**src/logic/usart_frame_defs.svh**
```systemverilog
`ifndef USART_FRAME_DEFS_SVH
`define USART_FRAME_DEFS_SVH

`define ADDR_W            5
`define OFS_LINE_CTRL     5'h05
`define OFS_RXTX_CTRL     5'h06
`define OFS_FRAME_CTRL    5'h07
`define OFS_BLOCK_STATUS  5'h10

`define RST_LINE_CTRL     2'h0
`define RST_RXTX_CTRL     8'h00
`define RST_FRAME_CTRL    8'h03
`define RXTX_WR_MASK      8'hDF
`define SPI_VIEW_MASK     8'hC6
`define FULL_VIEW_MASK    8'hFF

`define B_RECEIVER_ENABLE_BIT            7
`define B_TRANSMITTER_ENABLE_BIT            6
`define B_START_FRAME_DETECT_ENABLE           4
`define B_OPEN_DRAIN_ENABLE            3
`define B_MULTIPROCESSOR_FILTER            0
`define F_RECEIVE_SPEED_MODE          2:1
`define F_COMMUNICATION_MODE           7:6
`define F_PARITY_MODE           5:4
`define B_STOP_BIT_MODE          3
`define F_CHARACTER_SIZE          2:0
`define B_ORDER           2
`define B_PHASE           1

`define LINE_OFF          2'h0
`define LINE_EXT          2'h1
`define LINE_INT          2'h2

`define RXM_NORMAL        2'h0
`define RXM_DOUBLE        2'h1
`define RXM_GENERIC_AUTOBAUD       2'h2
`define RXM_LIN_CONSTRAINED_AUTOBAUD       2'h3

`define COMMUNICATION_MODE_ASYNC       2'h0
`define COMMUNICATION_MODE_SYNC        2'h1
`define COMMUNICATION_MODE_IR          2'h2
`define COMMUNICATION_MODE_MASTER_SPI_OPTION        2'h3

`define PARITY_MODE_EVEN        2'h2
`define PARITY_MODE_ODD         2'h3

`define CHS_RSV4          3'h4
`define CHS_RSV5          3'h5
`define CHS_9L            3'h6
`define CHS_9H            3'h7

`define MIN_DATA_BITS     4'h5
`define DEF_DATA_BITS     4'h8
`define MAX_DATA_BITS     4'h9
`define DATA_MASK_ALL     9'h1FF

`define DIV_NORMAL        5'h10
`define DIV_DOUBLE        5'h08

`define SYNC_PAIRS        3'h4
`define LIN_PAIR_MIN      8'h1A
`define LIN_PAIR_MAX      8'h26
`define LIN_SYNC_CHAR     8'h55

`endif

```
**src/logic/usart_frame_pkg.sv**
```systemverilog
package usart_frame_pkg;

  typedef enum logic [1:0] {AB_WAIT, AB_MEASURE, AB_CHECK} ab_state_t;

  typedef struct packed {
    logic [1:0] comm_mode;
    logic [1:0] rx_speed;
    logic       parity_en;
    logic       parity_odd;
    logic       two_stop;
    logic [3:0] data_bits;
    logic       nine_low_first;
    logic       lsb_first;
    logic       clock_phase;
    logic [4:0] baud_div;
    logic       mp_filter;
    logic       autobaud_on;
  } frame_cfg_t;

  typedef struct packed {
    logic       pair;
    logic [7:0] pair_len;
    logic       char_done;
    logic [7:0] char_data;
    logic       baud_ok;
  } sync_meas_t;

  typedef struct packed {
    logic [1:0] line;
    logic [7:0] rxtx;
    logic [7:0] frame;
    logic       tx_owned;
    logic       rx_prev;
    logic       parity_error_flag;
    logic       frame_error_flag;
    logic       ovf;
    logic       tx_par;
    logic [7:0] rdata;
    logic       flush;
    logic       abrst;
    logic       wake;
    logic       keep;
    ab_state_t  ab_st;
    logic [2:0] ab_cnt;
    logic       ab_bad;
    logic       ab_ok;
    logic       ab_fail;
    logic       txd;
    logic       txd_oe;
    logic       de;
  } ctrl_state_t;

  typedef struct packed {
    logic s1;
    logic s2;
    logic s3;
    logic level;
  } sync_state_t;

endpackage : usart_frame_pkg

```
**src/logic/pin_sync_filter.sv**
```systemverilog
`timescale 1ns/100ps
`include "usart_frame_defs.svh"

module pin_sync_filter
  import usart_frame_pkg::*;
#(
  parameter logic RESET_LEVEL = 1'b1
) (
  input  wire logic core_clk_i,
  input  wire logic sys_rst_i,
  input  wire logic pin_i,
  output logic      level_o
);

  sync_state_t st_r;
  sync_state_t st_nxt;

  // s1 feeds only s2; the filter looks at s2 and s3
  always_comb begin
    st_nxt    = st_r;
    st_nxt.s1 = pin_i;
    st_nxt.s2 = st_r.s1;
    st_nxt.s3 = st_r.s2;
    if (st_r.s2 == st_r.s3) begin
      st_nxt.level = st_r.s3;
    end
  end

  always_ff @(posedge core_clk_i) begin
    if (sys_rst_i) begin
      st_r <= '{RESET_LEVEL, RESET_LEVEL, RESET_LEVEL, RESET_LEVEL};
    end else begin
      st_r <= st_nxt;
    end
  end

  assign level_o = st_r.level;

endmodule : pin_sync_filter

```
**src/logic/usart_frame_ctrl.sv**
```systemverilog
// Overview of operation
// - line driver mode 0 off, 1 external driver pin, 2 internal transmitter, 3 reserved.
// - receiver enable owns receive pin; clearing flushes buffer and error flags; a frame or overflow in the clearing cycle still sets its flag.
// - clearing receiver enable in auto-baud modes resets auto-baud detection.
// - transmitter enable owns transmit pin; when disabled pin is released to input.
// - transmitter disable waits until shift register and buffer are empty.
// - start-frame detect wakes system on falling receive edge during sleep, except in master SPI mode.
// - open-drain mode drives transmit pin low only, never high.
// - receive mode 0 normal, 1 double, 2 generic auto-baud, 3 LIN auto-baud.
// - double speed in asynchronous mode divides baud by 8 instead of 16.
// - generic auto-baud accepts sync after eight bits if baud is valid.
// - LIN auto-baud needs every bit pair within 32 plus minus 6, value 0x55.
// - auto-baud modes work only as asynchronous slave.
// - multiprocessor filter drops frames without address; transmitter unaffected.
// - communication mode 0 async, 1 sync, 2 infrared, 3 master SPI.
// - in master SPI the frame register shows communication mode, bit order and clock phase only.
// - parity enabled: transmitter appends parity, receiver flags mismatches.
// - parity mode 0 off, 1 reserved, 2 even, 3 odd.
// - stop bit mode 0 one, 1 two; receiver ignores it.
// - character size 5 to 8 bits, 4 and 5 reserved, 6 and 7 nine bits.
// - SPI bit order 0 MSB first, 1 LSB first, both directions.
// - SPI clock phase picks leading or trailing sampling edge.
//
// The plain strobed port was left to the implementer.
`timescale 1ns/100ps
`include "usart_frame_defs.svh"

module usart_frame_ctrl
  import usart_frame_pkg::*;
(
  input  wire logic               core_clk_i,
  input  wire logic               sys_rst_i,
  input  wire logic [`ADDR_W-1:0] reg_addr_i,
  input  wire logic [7:0]         reg_wdata_i,
  input  wire logic               reg_wr_i,
  input  wire logic               reg_rd_i,
  output logic [7:0]              reg_rdata_o,
  input  wire logic               rx_pin_i,
  input  wire logic               sleep_i,
  input  wire logic               tx_serial_i,
  input  wire logic               tx_active_i,
  input  wire logic               tx_shift_busy_i,
  input  wire logic               tx_buf_full_i,
  input  wire logic [8:0]         tx_data_i,
  input  wire logic [8:0]         rx_data_i,
  input  wire logic               rx_parity_bit_i,
  input  wire logic               rx_frame_valid_i,
  input  wire logic               rx_addr_bit_i,
  input  wire logic               frame_err_i,
  input  wire logic               overflow_i,
  input  wire sync_meas_t         meas_i,
  output frame_cfg_t              cfg_o,
  output logic                    rx_level_o,
  output logic                    rx_pin_owned_o,
  output logic                    rx_flush_o,
  output logic                    autobaud_reset_o,
  output logic                    sync_accept_o,
  output logic                    sync_reject_o,
  output logic                    frame_keep_o,
  output logic                    parity_error_o,
  output logic                    frame_error_o,
  output logic                    overflow_o,
  output logic                    tx_parity_o,
  output logic                    txd_o,
  output logic                    txd_oe_o,
  output logic                    tx_pin_owned_o,
  output logic                    driver_enable_pin_o,
  output logic                    wake_o
);

  ctrl_state_t st_r;
  ctrl_state_t st_nxt;
  frame_cfg_t  cfg;
  logic        rx_level;
  logic        is_master_spi_option;
  logic        rx_on;
  logic [8:0]  bit_mask;
  logic        rx_calc_par;
  logic        lin_mode;
  logic        pair_bad;

  pin_sync_filter #(
    .RESET_LEVEL (1'b1)
  ) u_rx_sync (
    .core_clk_i (core_clk_i),
    .sys_rst_i  (sys_rst_i),
    .pin_i      (rx_pin_i),
    .level_o    (rx_level)
  );

  assign is_master_spi_option = (st_r.frame[`F_COMMUNICATION_MODE] == `COMMUNICATION_MODE_MASTER_SPI_OPTION);
  assign rx_on   = st_r.rxtx[`B_RECEIVER_ENABLE_BIT];

  // field decode; reserved encodings fall back to a harmless setting
  always_comb begin
    cfg                = '0;
    cfg.comm_mode      = st_r.frame[`F_COMMUNICATION_MODE];
    cfg.rx_speed       = st_r.rxtx[`F_RECEIVE_SPEED_MODE];
    cfg.mp_filter      = st_r.rxtx[`B_MULTIPROCESSOR_FILTER];
    cfg.baud_div       = `DIV_NORMAL;
    // double speed only counts in async; other modes keep 16
    if (cfg.rx_speed == `RXM_DOUBLE && cfg.comm_mode == `COMMUNICATION_MODE_ASYNC) begin
      cfg.baud_div = `DIV_DOUBLE;
    end
    // auto-baud only as asynchronous slave
    cfg.autobaud_on = cfg.rx_speed[1] && (cfg.comm_mode == `COMMUNICATION_MODE_ASYNC);
    if (is_master_spi_option) begin
      cfg.data_bits   = `DEF_DATA_BITS;
      cfg.lsb_first   = st_r.frame[`B_ORDER];
      cfg.clock_phase = st_r.frame[`B_PHASE];
    end else begin
      // 0x1 reserved leaves parity off
      cfg.parity_en  = (st_r.frame[`F_PARITY_MODE] == `PARITY_MODE_EVEN) ||
                       (st_r.frame[`F_PARITY_MODE] == `PARITY_MODE_ODD);
      cfg.parity_odd = (st_r.frame[`F_PARITY_MODE] == `PARITY_MODE_ODD);
      cfg.two_stop   = st_r.frame[`B_STOP_BIT_MODE];
      case (st_r.frame[`F_CHARACTER_SIZE])
        `CHS_9L: begin
          cfg.data_bits      = `MAX_DATA_BITS;
          cfg.nine_low_first = 1'b1;
        end
        `CHS_9H: begin
          cfg.data_bits = `MAX_DATA_BITS;
        end
        `CHS_RSV4, `CHS_RSV5: begin
          cfg.data_bits = `DEF_DATA_BITS;
        end
        default: begin
          cfg.data_bits = `MIN_DATA_BITS +
                          {2'h0, st_r.frame[1:0]};
        end
      endcase
    end
  end

  assign bit_mask    = `DATA_MASK_ALL >> (`MAX_DATA_BITS - cfg.data_bits);
  assign rx_calc_par = (^(rx_data_i & bit_mask)) ^ cfg.parity_odd;
  assign lin_mode    = (cfg.rx_speed == `RXM_LIN_CONSTRAINED_AUTOBAUD);
  assign pair_bad    = (meas_i.pair_len < `LIN_PAIR_MIN) ||
                       (meas_i.pair_len > `LIN_PAIR_MAX);

  always_comb begin
    st_nxt         = st_r;
    st_nxt.flush   = 1'b0;
    st_nxt.abrst   = 1'b0;
    st_nxt.wake    = 1'b0;
    st_nxt.keep    = 1'b0;
    st_nxt.ab_ok   = 1'b0;
    st_nxt.ab_fail = 1'b0;
    st_nxt.rdata   = 8'h00;
    st_nxt.rx_prev = rx_level;

    if (reg_rd_i) begin
      case (reg_addr_i)
        `OFS_LINE_CTRL:    st_nxt.rdata = {6'h00, st_r.line};
        `OFS_RXTX_CTRL:    st_nxt.rdata = st_r.rxtx;
        // SPI view hides the async-only fields
        `OFS_FRAME_CTRL:   st_nxt.rdata = is_master_spi_option ?
                             (st_r.frame & `SPI_VIEW_MASK) : st_r.frame;
        `OFS_BLOCK_STATUS: st_nxt.rdata = {st_r.tx_owned, rx_on,
                             rx_level, (st_r.ab_st != AB_WAIT),
                             1'b0, st_r.parity_error_flag, st_r.frame_error_flag, st_r.ovf};
        default:           st_nxt.rdata = 8'h00;
      endcase
    end

    if (reg_wr_i) begin
      case (reg_addr_i)
        `OFS_LINE_CTRL:  st_nxt.line = reg_wdata_i[1:0];
        `OFS_RXTX_CTRL:  st_nxt.rxtx = reg_wdata_i & `RXTX_WR_MASK;
        `OFS_FRAME_CTRL: st_nxt.frame = reg_wdata_i &
          ((reg_wdata_i[`F_COMMUNICATION_MODE] == `COMMUNICATION_MODE_MASTER_SPI_OPTION) ?
           `SPI_VIEW_MASK : `FULL_VIEW_MASK);
        default: ;
      endcase
    end

    // turning the receiver off flushes and resets detection
    if (rx_on && !st_nxt.rxtx[`B_RECEIVER_ENABLE_BIT]) begin
      st_nxt.flush  = 1'b1;
      st_nxt.parity_error_flag   = 1'b0;
      st_nxt.frame_error_flag   = 1'b0;
      st_nxt.ovf    = 1'b0;
      st_nxt.ab_st  = AB_WAIT;
      st_nxt.ab_cnt = 3'h0;
      st_nxt.ab_bad = 1'b0;
      st_nxt.abrst  = cfg.rx_speed[1];
    end

    // frames without address are dropped in multiprocessor mode
    if (rx_frame_valid_i && rx_on &&
        (!cfg.mp_filter || rx_addr_bit_i)) begin
      st_nxt.keep = 1'b1;
      // a frame in the flush cycle still sets its flags
      if (cfg.parity_en) begin
        st_nxt.parity_error_flag = (rx_calc_par != rx_parity_bit_i);
      end
      if (frame_err_i) begin
        st_nxt.frame_error_flag = 1'b1;
      end
    end
    if (overflow_i && rx_on) begin
      st_nxt.ovf = 1'b1;
    end

    // release waits for an idle transmit path
    if (st_r.rxtx[`B_TRANSMITTER_ENABLE_BIT]) begin
      st_nxt.tx_owned = 1'b1;
    end else if (!tx_shift_busy_i && !tx_buf_full_i) begin
      st_nxt.tx_owned = 1'b0;
    end

    st_nxt.tx_par = (^(tx_data_i & bit_mask)) ^ cfg.parity_odd;

    // transmit pin: released pin is undriven open drain
    st_nxt.txd    = st_r.rxtx[`B_OPEN_DRAIN_ENABLE] ? 1'b0 : tx_serial_i;
    st_nxt.txd_oe = st_r.tx_owned &&
                    (!st_r.rxtx[`B_OPEN_DRAIN_ENABLE] || !tx_serial_i) &&
                    (st_r.line != `LINE_INT || tx_active_i);
    st_nxt.de     = (st_r.line == `LINE_EXT) && st_r.tx_owned &&
                    tx_active_i;

    // wake on idle-to-start edge while asleep
    st_nxt.wake = st_r.rxtx[`B_START_FRAME_DETECT_ENABLE] && !is_master_spi_option && sleep_i &&
                  st_r.rx_prev && !rx_level;

    // a pair in the disable cycle must not restart detection
    if (rx_on && st_nxt.rxtx[`B_RECEIVER_ENABLE_BIT] && cfg.autobaud_on) begin
      case (st_r.ab_st)
        AB_WAIT: begin
          if (meas_i.pair) begin
            st_nxt.ab_st  = AB_MEASURE;
            st_nxt.ab_cnt = 3'h1;
            st_nxt.ab_bad = lin_mode && pair_bad;
          end
        end
        AB_MEASURE: begin
          if (meas_i.pair) begin
            st_nxt.ab_cnt = st_r.ab_cnt + 3'h1;
            st_nxt.ab_bad = st_r.ab_bad || (lin_mode && pair_bad);
            // eight low and high bits make four pairs
            if (st_r.ab_cnt + 3'h1 == `SYNC_PAIRS) begin
              if (lin_mode) begin
                st_nxt.ab_st = AB_CHECK;
              end else begin
                st_nxt.ab_st   = AB_WAIT;
                st_nxt.ab_ok   = meas_i.baud_ok;
                st_nxt.ab_fail = !meas_i.baud_ok;
              end
            end
          end
        end
        AB_CHECK: begin
          if (meas_i.char_done) begin
            st_nxt.ab_st = AB_WAIT;
            if (!st_r.ab_bad && meas_i.baud_ok &&
                meas_i.char_data == `LIN_SYNC_CHAR) begin
              st_nxt.ab_ok = 1'b1;
            end else begin
              st_nxt.ab_fail = 1'b1;
            end
          end
        end
        default: begin
          st_nxt.ab_st = AB_WAIT;
        end
      endcase
    end else if (!cfg.autobaud_on) begin
      st_nxt.ab_st  = AB_WAIT;
      st_nxt.ab_cnt = 3'h0;
    end
  end

  always_ff @(posedge core_clk_i) begin
    if (sys_rst_i) begin
      st_r          <= '0;
      st_r.line     <= `RST_LINE_CTRL;
      st_r.rxtx     <= `RST_RXTX_CTRL;
      st_r.frame    <= `RST_FRAME_CTRL;
      st_r.rx_prev  <= 1'b1;
      st_r.ab_st    <= AB_WAIT;
      st_r.txd      <= 1'b1;
    end else begin
      st_r <= st_nxt;
    end
  end

  assign cfg_o               = cfg;
  assign reg_rdata_o         = st_r.rdata;
  assign rx_level_o          = rx_level;
  assign rx_pin_owned_o      = rx_on;
  assign rx_flush_o          = st_r.flush;
  assign autobaud_reset_o    = st_r.abrst;
  assign sync_accept_o       = st_r.ab_ok;
  assign sync_reject_o       = st_r.ab_fail;
  assign frame_keep_o        = st_r.keep;
  assign parity_error_o      = st_r.parity_error_flag;
  assign frame_error_o       = st_r.frame_error_flag;
  assign overflow_o          = st_r.ovf;
  assign tx_parity_o         = st_r.tx_par;
  assign txd_o               = st_r.txd;
  assign txd_oe_o            = st_r.txd_oe;
  assign tx_pin_owned_o      = st_r.tx_owned;
  assign driver_enable_pin_o = st_r.de;
  assign wake_o              = st_r.wake;
endmodule : usart_frame_ctrl

```
**config.mk**
```make
export PLATFORM = sky130hd
export DESIGN_NAME = usart_frame_ctrl
export DESIGN_NICKNAME = d
export VERILOG_FILES = /design/src/logic/usart_frame_pkg.sv /design/src/logic/pin_sync_filter.sv /design/src/logic/usart_frame_ctrl.sv
export VERILOG_INCLUDE_DIRS = /design/src /design/src/logic
export SDC_FILE = /design/constraint.sdc
export NUM_CORES = 1
export LEC_CHECK = 0
export ABC_CLOCK_PERIOD_IN_PS = 2900
export BUFFER_PORTS_ARGS = -buffer_cell sky130_fd_sc_hd__buf_4
export CORE_UTILIZATION = 43
export DETAILED_ROUTE_END_ITERATION = 8
export PLACE_DENSITY = 0.84
export REMOVE_ABC_BUFFERS = 1
export SYNTH_ARGS = -nofsm -noshare
export SYNTH_HDL_FRONTEND = slang
export SYNTH_SLANG_ARGS = --single-unit
```
**constraint.sdc**
```tcl
create_clock -name core_clk_i -period 2.9 [get_ports core_clk_i]
set_clock_uncertainty 0.15 [all_clocks]
set_input_delay 0.29 -clock core_clk_i [delete_from_list [all_inputs] [get_ports core_clk_i]]
set_output_delay 0.29 -clock core_clk_i [all_outputs]
set_load 0.05 [all_outputs]
```
=== After elaboration in Yosys (flattened, before gate mapping) ===
Index checks and enable logic that the tools add are counted.

* $lt $le $gt $ge: 2
* Mux-type cells: 40
* Eq/ne operators: 22
* Add/subtract/negate cells: 3
* Reductions and logical operators: 51
* Bitwise operators: 8
* Shifts and indexed selects: 1

{| class="wikitable"
|+ Operator list
! kind !! count
|-
| 8-bit case mux with 4 select lines || 1
|-
| 6-bit 2-to-1 mux || 4
|-
| 8-bit 2-to-1 mux || 3
|-
| 1-bit logical AND || 20
|-
| 9-bit bitwise AND || 2
|-
| 2-bit 2-to-1 mux || 9
|-
| 9-bit XOR reduction || 2
|-
| 16-bit 2-to-1 mux || 1
|-
| 4-bit case mux with 2 select lines || 2
|-
| 3-bit equality test (second input constant) || 5
|-
| 5-bit by 3-bit equality test with 1-bit output (second input constant) || 3
|-
| 5-bit 2-to-1 mux || 3
|-
| 2-bit equality test (second input constant) || 6
|-
| 1-bit 2-to-1 mux || 11
|-
| 1-bit logical NOT || 10
|-
| 2-bit OR reduction || 5
|-
| 3-bit 2-to-1 mux || 3
|-
| 9-bit by 4-bit >> shifter with 9-bit output (first input constant) || 1
|-
| 8-bit bitwise AND || 1
|-
| 8-bit by 7-bit equality test with 1-bit output (second input constant) || 1
|-
| 8-bit by 6-bit > comparator with 1-bit output (second input constant) || 1
|-
| 8-bit by 5-bit < comparator with 1-bit output (second input constant) || 1
|-
| 2-bit by 1-bit equality test with 1-bit output (second input constant) || 3
|-
| 1-bit logical OR || 6
|-
| 15 further kinds || 23
|}

* Register bits after elaboration: 50
* Input bits: 65

=== Longest topological paths before layout ===
* Depth in word-level cells: 12
* Mapped depth: 13
* Gate-level depth less buffers: 12

=== Modules after synthesis ===
Synthesis repeated with hierarchy kept, for this count alone.

* Cells, all modules: 342
* Area, all modules: 2806.4 um2

{| class="wikitable"
|+ Modules (own cells, without submodules)
! module !! times used !! seq. area each (um2) !! area each (um2) !! cells an instance
|-
| usart_frame_ctrl || 1 || 920.9 || 2691.3 || 332
|-
| pin_sync_filter || 1 || 80.1 || 115.1 || 10
|}

=== Worst setup path before layout ===
OpenSTA, ideal clock, no wires.

* Path kind: flip-flop to flip-flop
* From: register st_r[29] in the netlist's numbering
* To: register st_r, in the netlist parity_error_o
* Data required time: 2.666 ns
* Cell stages (with the launch flop): 13
* Clock period less this slack: 3.766 ns
* Slack: -0.866 ns
* Path buffers: 1
* Arrival: 3.532 ns
* Cells stage by stage: dfxtp_1 -> inv_1 -> ha_1 -> a211oi_2 -> inv_1 -> ha_1 -> clkbuf_1 -> nand3_1 -> o221a_2 -> xnor2_1 -> mux2_4 -> and3_1 -> o31ai_2

{| class="wikitable"
|+ RTL lines
! what !! line !! RTL
|-
| from (decl) || usart_frame_ctrl.sv:71 || <nowiki>ctrl_state_t st_r;</nowiki>
|-
| from (signal assigned) || usart_frame_ctrl.sv:284 || <nowiki>st_r <= st_nxt;</nowiki>
|}

=== Worst setup path in the final report ===
* From: register st_r[29] in the netlist's numbering
* To: register st_r, in the netlist parity_error_o

* Word-level cells in the longest chain between the ends: 12

{| class="wikitable"
|+ RTL lines
! what !! line !! RTL
|-
| branches (longest 2 deep; another with 3-bit by 2-bit adder with 4-bit output) || n/a ||
|-
| 4-bit case mux with 2 select lines (*) || usart_frame_ctrl.sv:117 || <nowiki>case (st_r.frame[`F_CHARACTER_SIZE])</nowiki>
|-
| 4-bit 2-to-1 mux (*) || usart_frame_ctrl.sv:107 || <nowiki>if (is_master_spi_option) begin</nowiki>
|-
| 4-bit subtractor (no line) (*) || n/a ||
|-
| 9-bit by 4-bit >> shifter with 9-bit output (no line) (*) || n/a ||
|-
| 9-bit bitwise AND (*) || usart_frame_ctrl.sv:137 || <nowiki>assign rx_calc_par = (^(rx_data_i & bit_mask)) ^ cfg.parity_odd;</nowiki>
|-
| 9-bit XOR reduction (*) || usart_frame_ctrl.sv:137 ||
|-
| 1-bit bitwise XOR (*) || usart_frame_ctrl.sv:137 ||
|-
| 1-bit inequality test (*) || usart_frame_ctrl.sv:196 || <nowiki>st_nxt.parity_error_flag = (rx_calc_par != rx_parity_bit_i);</nowiki>
|-
| 1-bit 2-to-1 mux (*) || usart_frame_ctrl.sv:195 || <nowiki>if (cfg.parity_en) begin</nowiki>
|-
| 2-bit 2-to-1 mux (*) || usart_frame_ctrl.sv:191 || <nowiki>if (rx_frame_valid_i && rx_on &&</nowiki>
|}

Every way passes the cells marked *.
A chain may end at the register's enable or synchronous reset.

==> results_dict.tcl <==
set metrics [dict create \
    status "complete, no violations" \
    place.port_buffers 106 \
    gp_congestion 0.869 \
    initial_core_util 0.446 \
    cp_max_fo 7 \
    synth_most_common_cell "dfxtp_1" \
    viasPerCell 5.59 \
    antenna_found_initial 0 \
    ioPinCount 110 \
    wl_per_cell_um 15.4 \
    drive_above_1_share 0.352 \
    pwr_density_cell_nw_per_um2 373 \
    hold_viol_final 0 \
    dr.pass1.iters 5 \
    grt_busiest_layer "met2" \
    rows 29 \
    critPathKind "flip-flop to flip-flop" \
    multi_input_area_um2 1640 \
    htree_levels 2 \
    cts_tree "yes" \
    root_buffer "clkbuf_8" \
    grt_pass1_wl_um 13000 \
    ys_top_cells_by_count "50 x dfxtp_1, 43 x nand2_1, 36 x a21oi_1, 22 x inv_1, 20 x nand3_1" \
    synth_top_cells_by_area "dfxtp_1 35%, a21oi_1 6.3%, nand2_1 5.7%" \
    slew_viol_final 0 \
    numClockSinks 50 \
    coreArea_um2 6390 \
    track_usage 0.230 \
    yosysTopAreaCell "dfxtp_1" \
    die_w_um 83.4 \
    fin_hold_ws_ns 0.0276 \
    netlist_instances 351 \
    yosysTopAreaCellShare 0.351 \
    design.die.area_um2 6950 \
    relSlewSlack 0.613 \
    crit_arrival_ns 2.90 \
    synth-async-reset-ratio 0 \
    num_antenna_cells 0 \
    use_met2 0.416 \
    rsz0062_at_grt "false" \
    ys_ff_latch 50 \
    ant_nets 0 \
    fp.dieH_um 83.4 \
    grt_pass1_vias 2804 \
    clk_path_buf_depth 2 \
    gr-usage-met3 0.0378 \
    grtUsageMet1 0.272 \
    vias 2972 \
    cts.clk_slew.worst_paths_ns 0.09 \
    vdd_drop_max_uv 234 \
    synth_area_um2 2850 \
    setup_viol 0 \
    finalCriticalPeriod_ns 2.83 \
    wirelength_um 8190 \
    grt_max_degree 32 \
    synth_edf_count 0 \
    avgSynthCellArea_um2 8.11 \
    worstMarginPinSlew_ns 0.572 \
    fill_cells 533 \
    period_share 0.976 \
    numCtsBuffers 5 \
    ys.flop_type "dfxtp_1" \
    syn_to_final_growth_pct 36.6 \
    cp-start-kind "flip-flop" \
    insertion_delay_ns 0.29 \
    fmax_mhz 353 \
    hold_class "input port to flip-flop" \
    drc 0 \
    synth_cell_types 60 \
    worst_ep_required_time_ns 2.97 \
    dp_hpwl_um 6070 \
    crit_path_end_kind "flip-flop" \
    setup_tns_ns 0 \
    overflow 0 \
    nets 531 \
    dr.first_iter.drc_count 236 \
    leakage_nw 1.68 \
    ctsHoldBuffers 0 \
    synth_warnings 0 \
    drv_cap 0 \
    seq_area_um2 1010 \
    yosysSeqAreaShare 0.351 \
]
## registers in the layout (all words and copies together), names as in the netlist, 2 cells and up
register          cells
cfg_o                 5
reg_rdata_o           8
st_r                 18
u_rx_sync.st_nxt      2
## metrics by stage
step / instances / util / cell area [um^2] / worst slack, ns / power [mW]
2_1_floorplan: 321 / - / 2670 / -0.873 / 0.843
3_3_place_gp: 522 / 0.579 / 3700 / -0.0785 / 0.958
3_5_place_dp: 522 / 0.579 / 3700 / -0.172 / 0.965
4_1_cts: 532 / 0.605 / 3860 / 0.0289 / 1.46
5_1_grt: 532 / 0.609 / 3890 / 0.00192 / 1.51
6_report: 532 / 0.609 / 3890 / 0.0686 / 1.45
## cell type report
class,count,area share
clock inverter,1,0.00772
inverter,23,0.0225
multi-input combinational,248,0.420
timing repair buffer,127,0.245
clock buffer,6,0.0212
sequential,50,0.259
tap,77,0.0248
## final timing paths
path | from | to | slack, ns | cells after the start
worst min-delay path | rx_pin_i | u_rx_sync.st_nxt[2] | 0.03 | 2
worst min register to register | u_rx_sync.st_nxt[2] | u_rx_sync.st_nxt[1] | 0.27 | 1
worst max-delay path | st_r[29] | parity_error_o | 0.07 | 12
worst max register to register | st_r[29] | parity_error_o | 0.07 | 12
## where the power goes
part | leakage (nW) | switching, mW | internal [mW] | total [mW]
clock network | 0.0573 | 0.215 | 0.276 | 0.491
registers | 0.404 | 0.00432 | 0.693 | 0.697
logic | 1.22 | 0.134 | 0.129 | 0.263
total | 1.68 | 0.354 | 1.10 | 1.45
## routing by layer
metal	wire (um)	vias to the layer above
li1	-	1412
met1	3230	1398
met2	4260	144
met3	529	18
met4	163	0
met5	0	-
## worst max-delay path: stages, from the launching register on
cell      delay, ns
dfxtp_4        0.37
inv_1          0.07
ha_4           0.25
a211oi_4       0.19
inv_2          0.08
ha_4           0.31
inv_1          0.07
a21o_1         0.17
o221a_2        0.27
xnor2_2        0.17
mux2_4         0.31
and3_1         0.16
o31ai_2        0.17
## layout by cell type (no fill, tap or decap), drive strengths merged, types with 2 or more instances in the layout
cell | synthesis | final
or2 | 4 | 4
and2 | 8 | 8
nor2b | 2 | 2
and3 | 6 | 6
mux2 | 2 | 2
and4b | 2 | 2
o311ai | 3 | 3
buf | 18 | 127
nor3 | 6 | 6
a21oi | 37 | 37
nand3b | 2 | 2
a21boi | 2 | 2
conb | 1 | 3
nand4 | 4 | 4
a32oi | 2 | 2
a22oi | 10 | 10
xor2 | 6 | 6
nand2 | 43 | 43
a211oi | 3 | 3
nor3b | 3 | 3
xnor2 | 8 | 8
nor2 | 18 | 18
or3 | 3 | 3
clkbuf | 14 | 6
nor4bb | 3 | 3
nand2b | 3 | 3
inv | 22 | 22
o22ai | 3 | 3
dfxtp | 50 | 50
o211ai | 4 | 4
mux2i | 3 | 3
o21ai | 10 | 10
nand3 | 20 | 20
ha | 11 | 11
## kinds of logic after synthesis
kind of cell / share of synthesized area
buffers and inverters: 0.0953
other: 0.00132
adders and majority gates: 0.0483
xor gates and xnor gates: 0.0497
and+or+nand+nor: 0.235
DFF: 0.351
AOI/OAI and AO/OA: 0.199
muxes: 0.0198
## timing repair
action                                  CTS  global route
pin swaps                                 2             4
endpoints found under the setup margin    1             2
gates resized for setup                   6             6
setup buffers                             3             0
(Power assumes the default switching activity.)
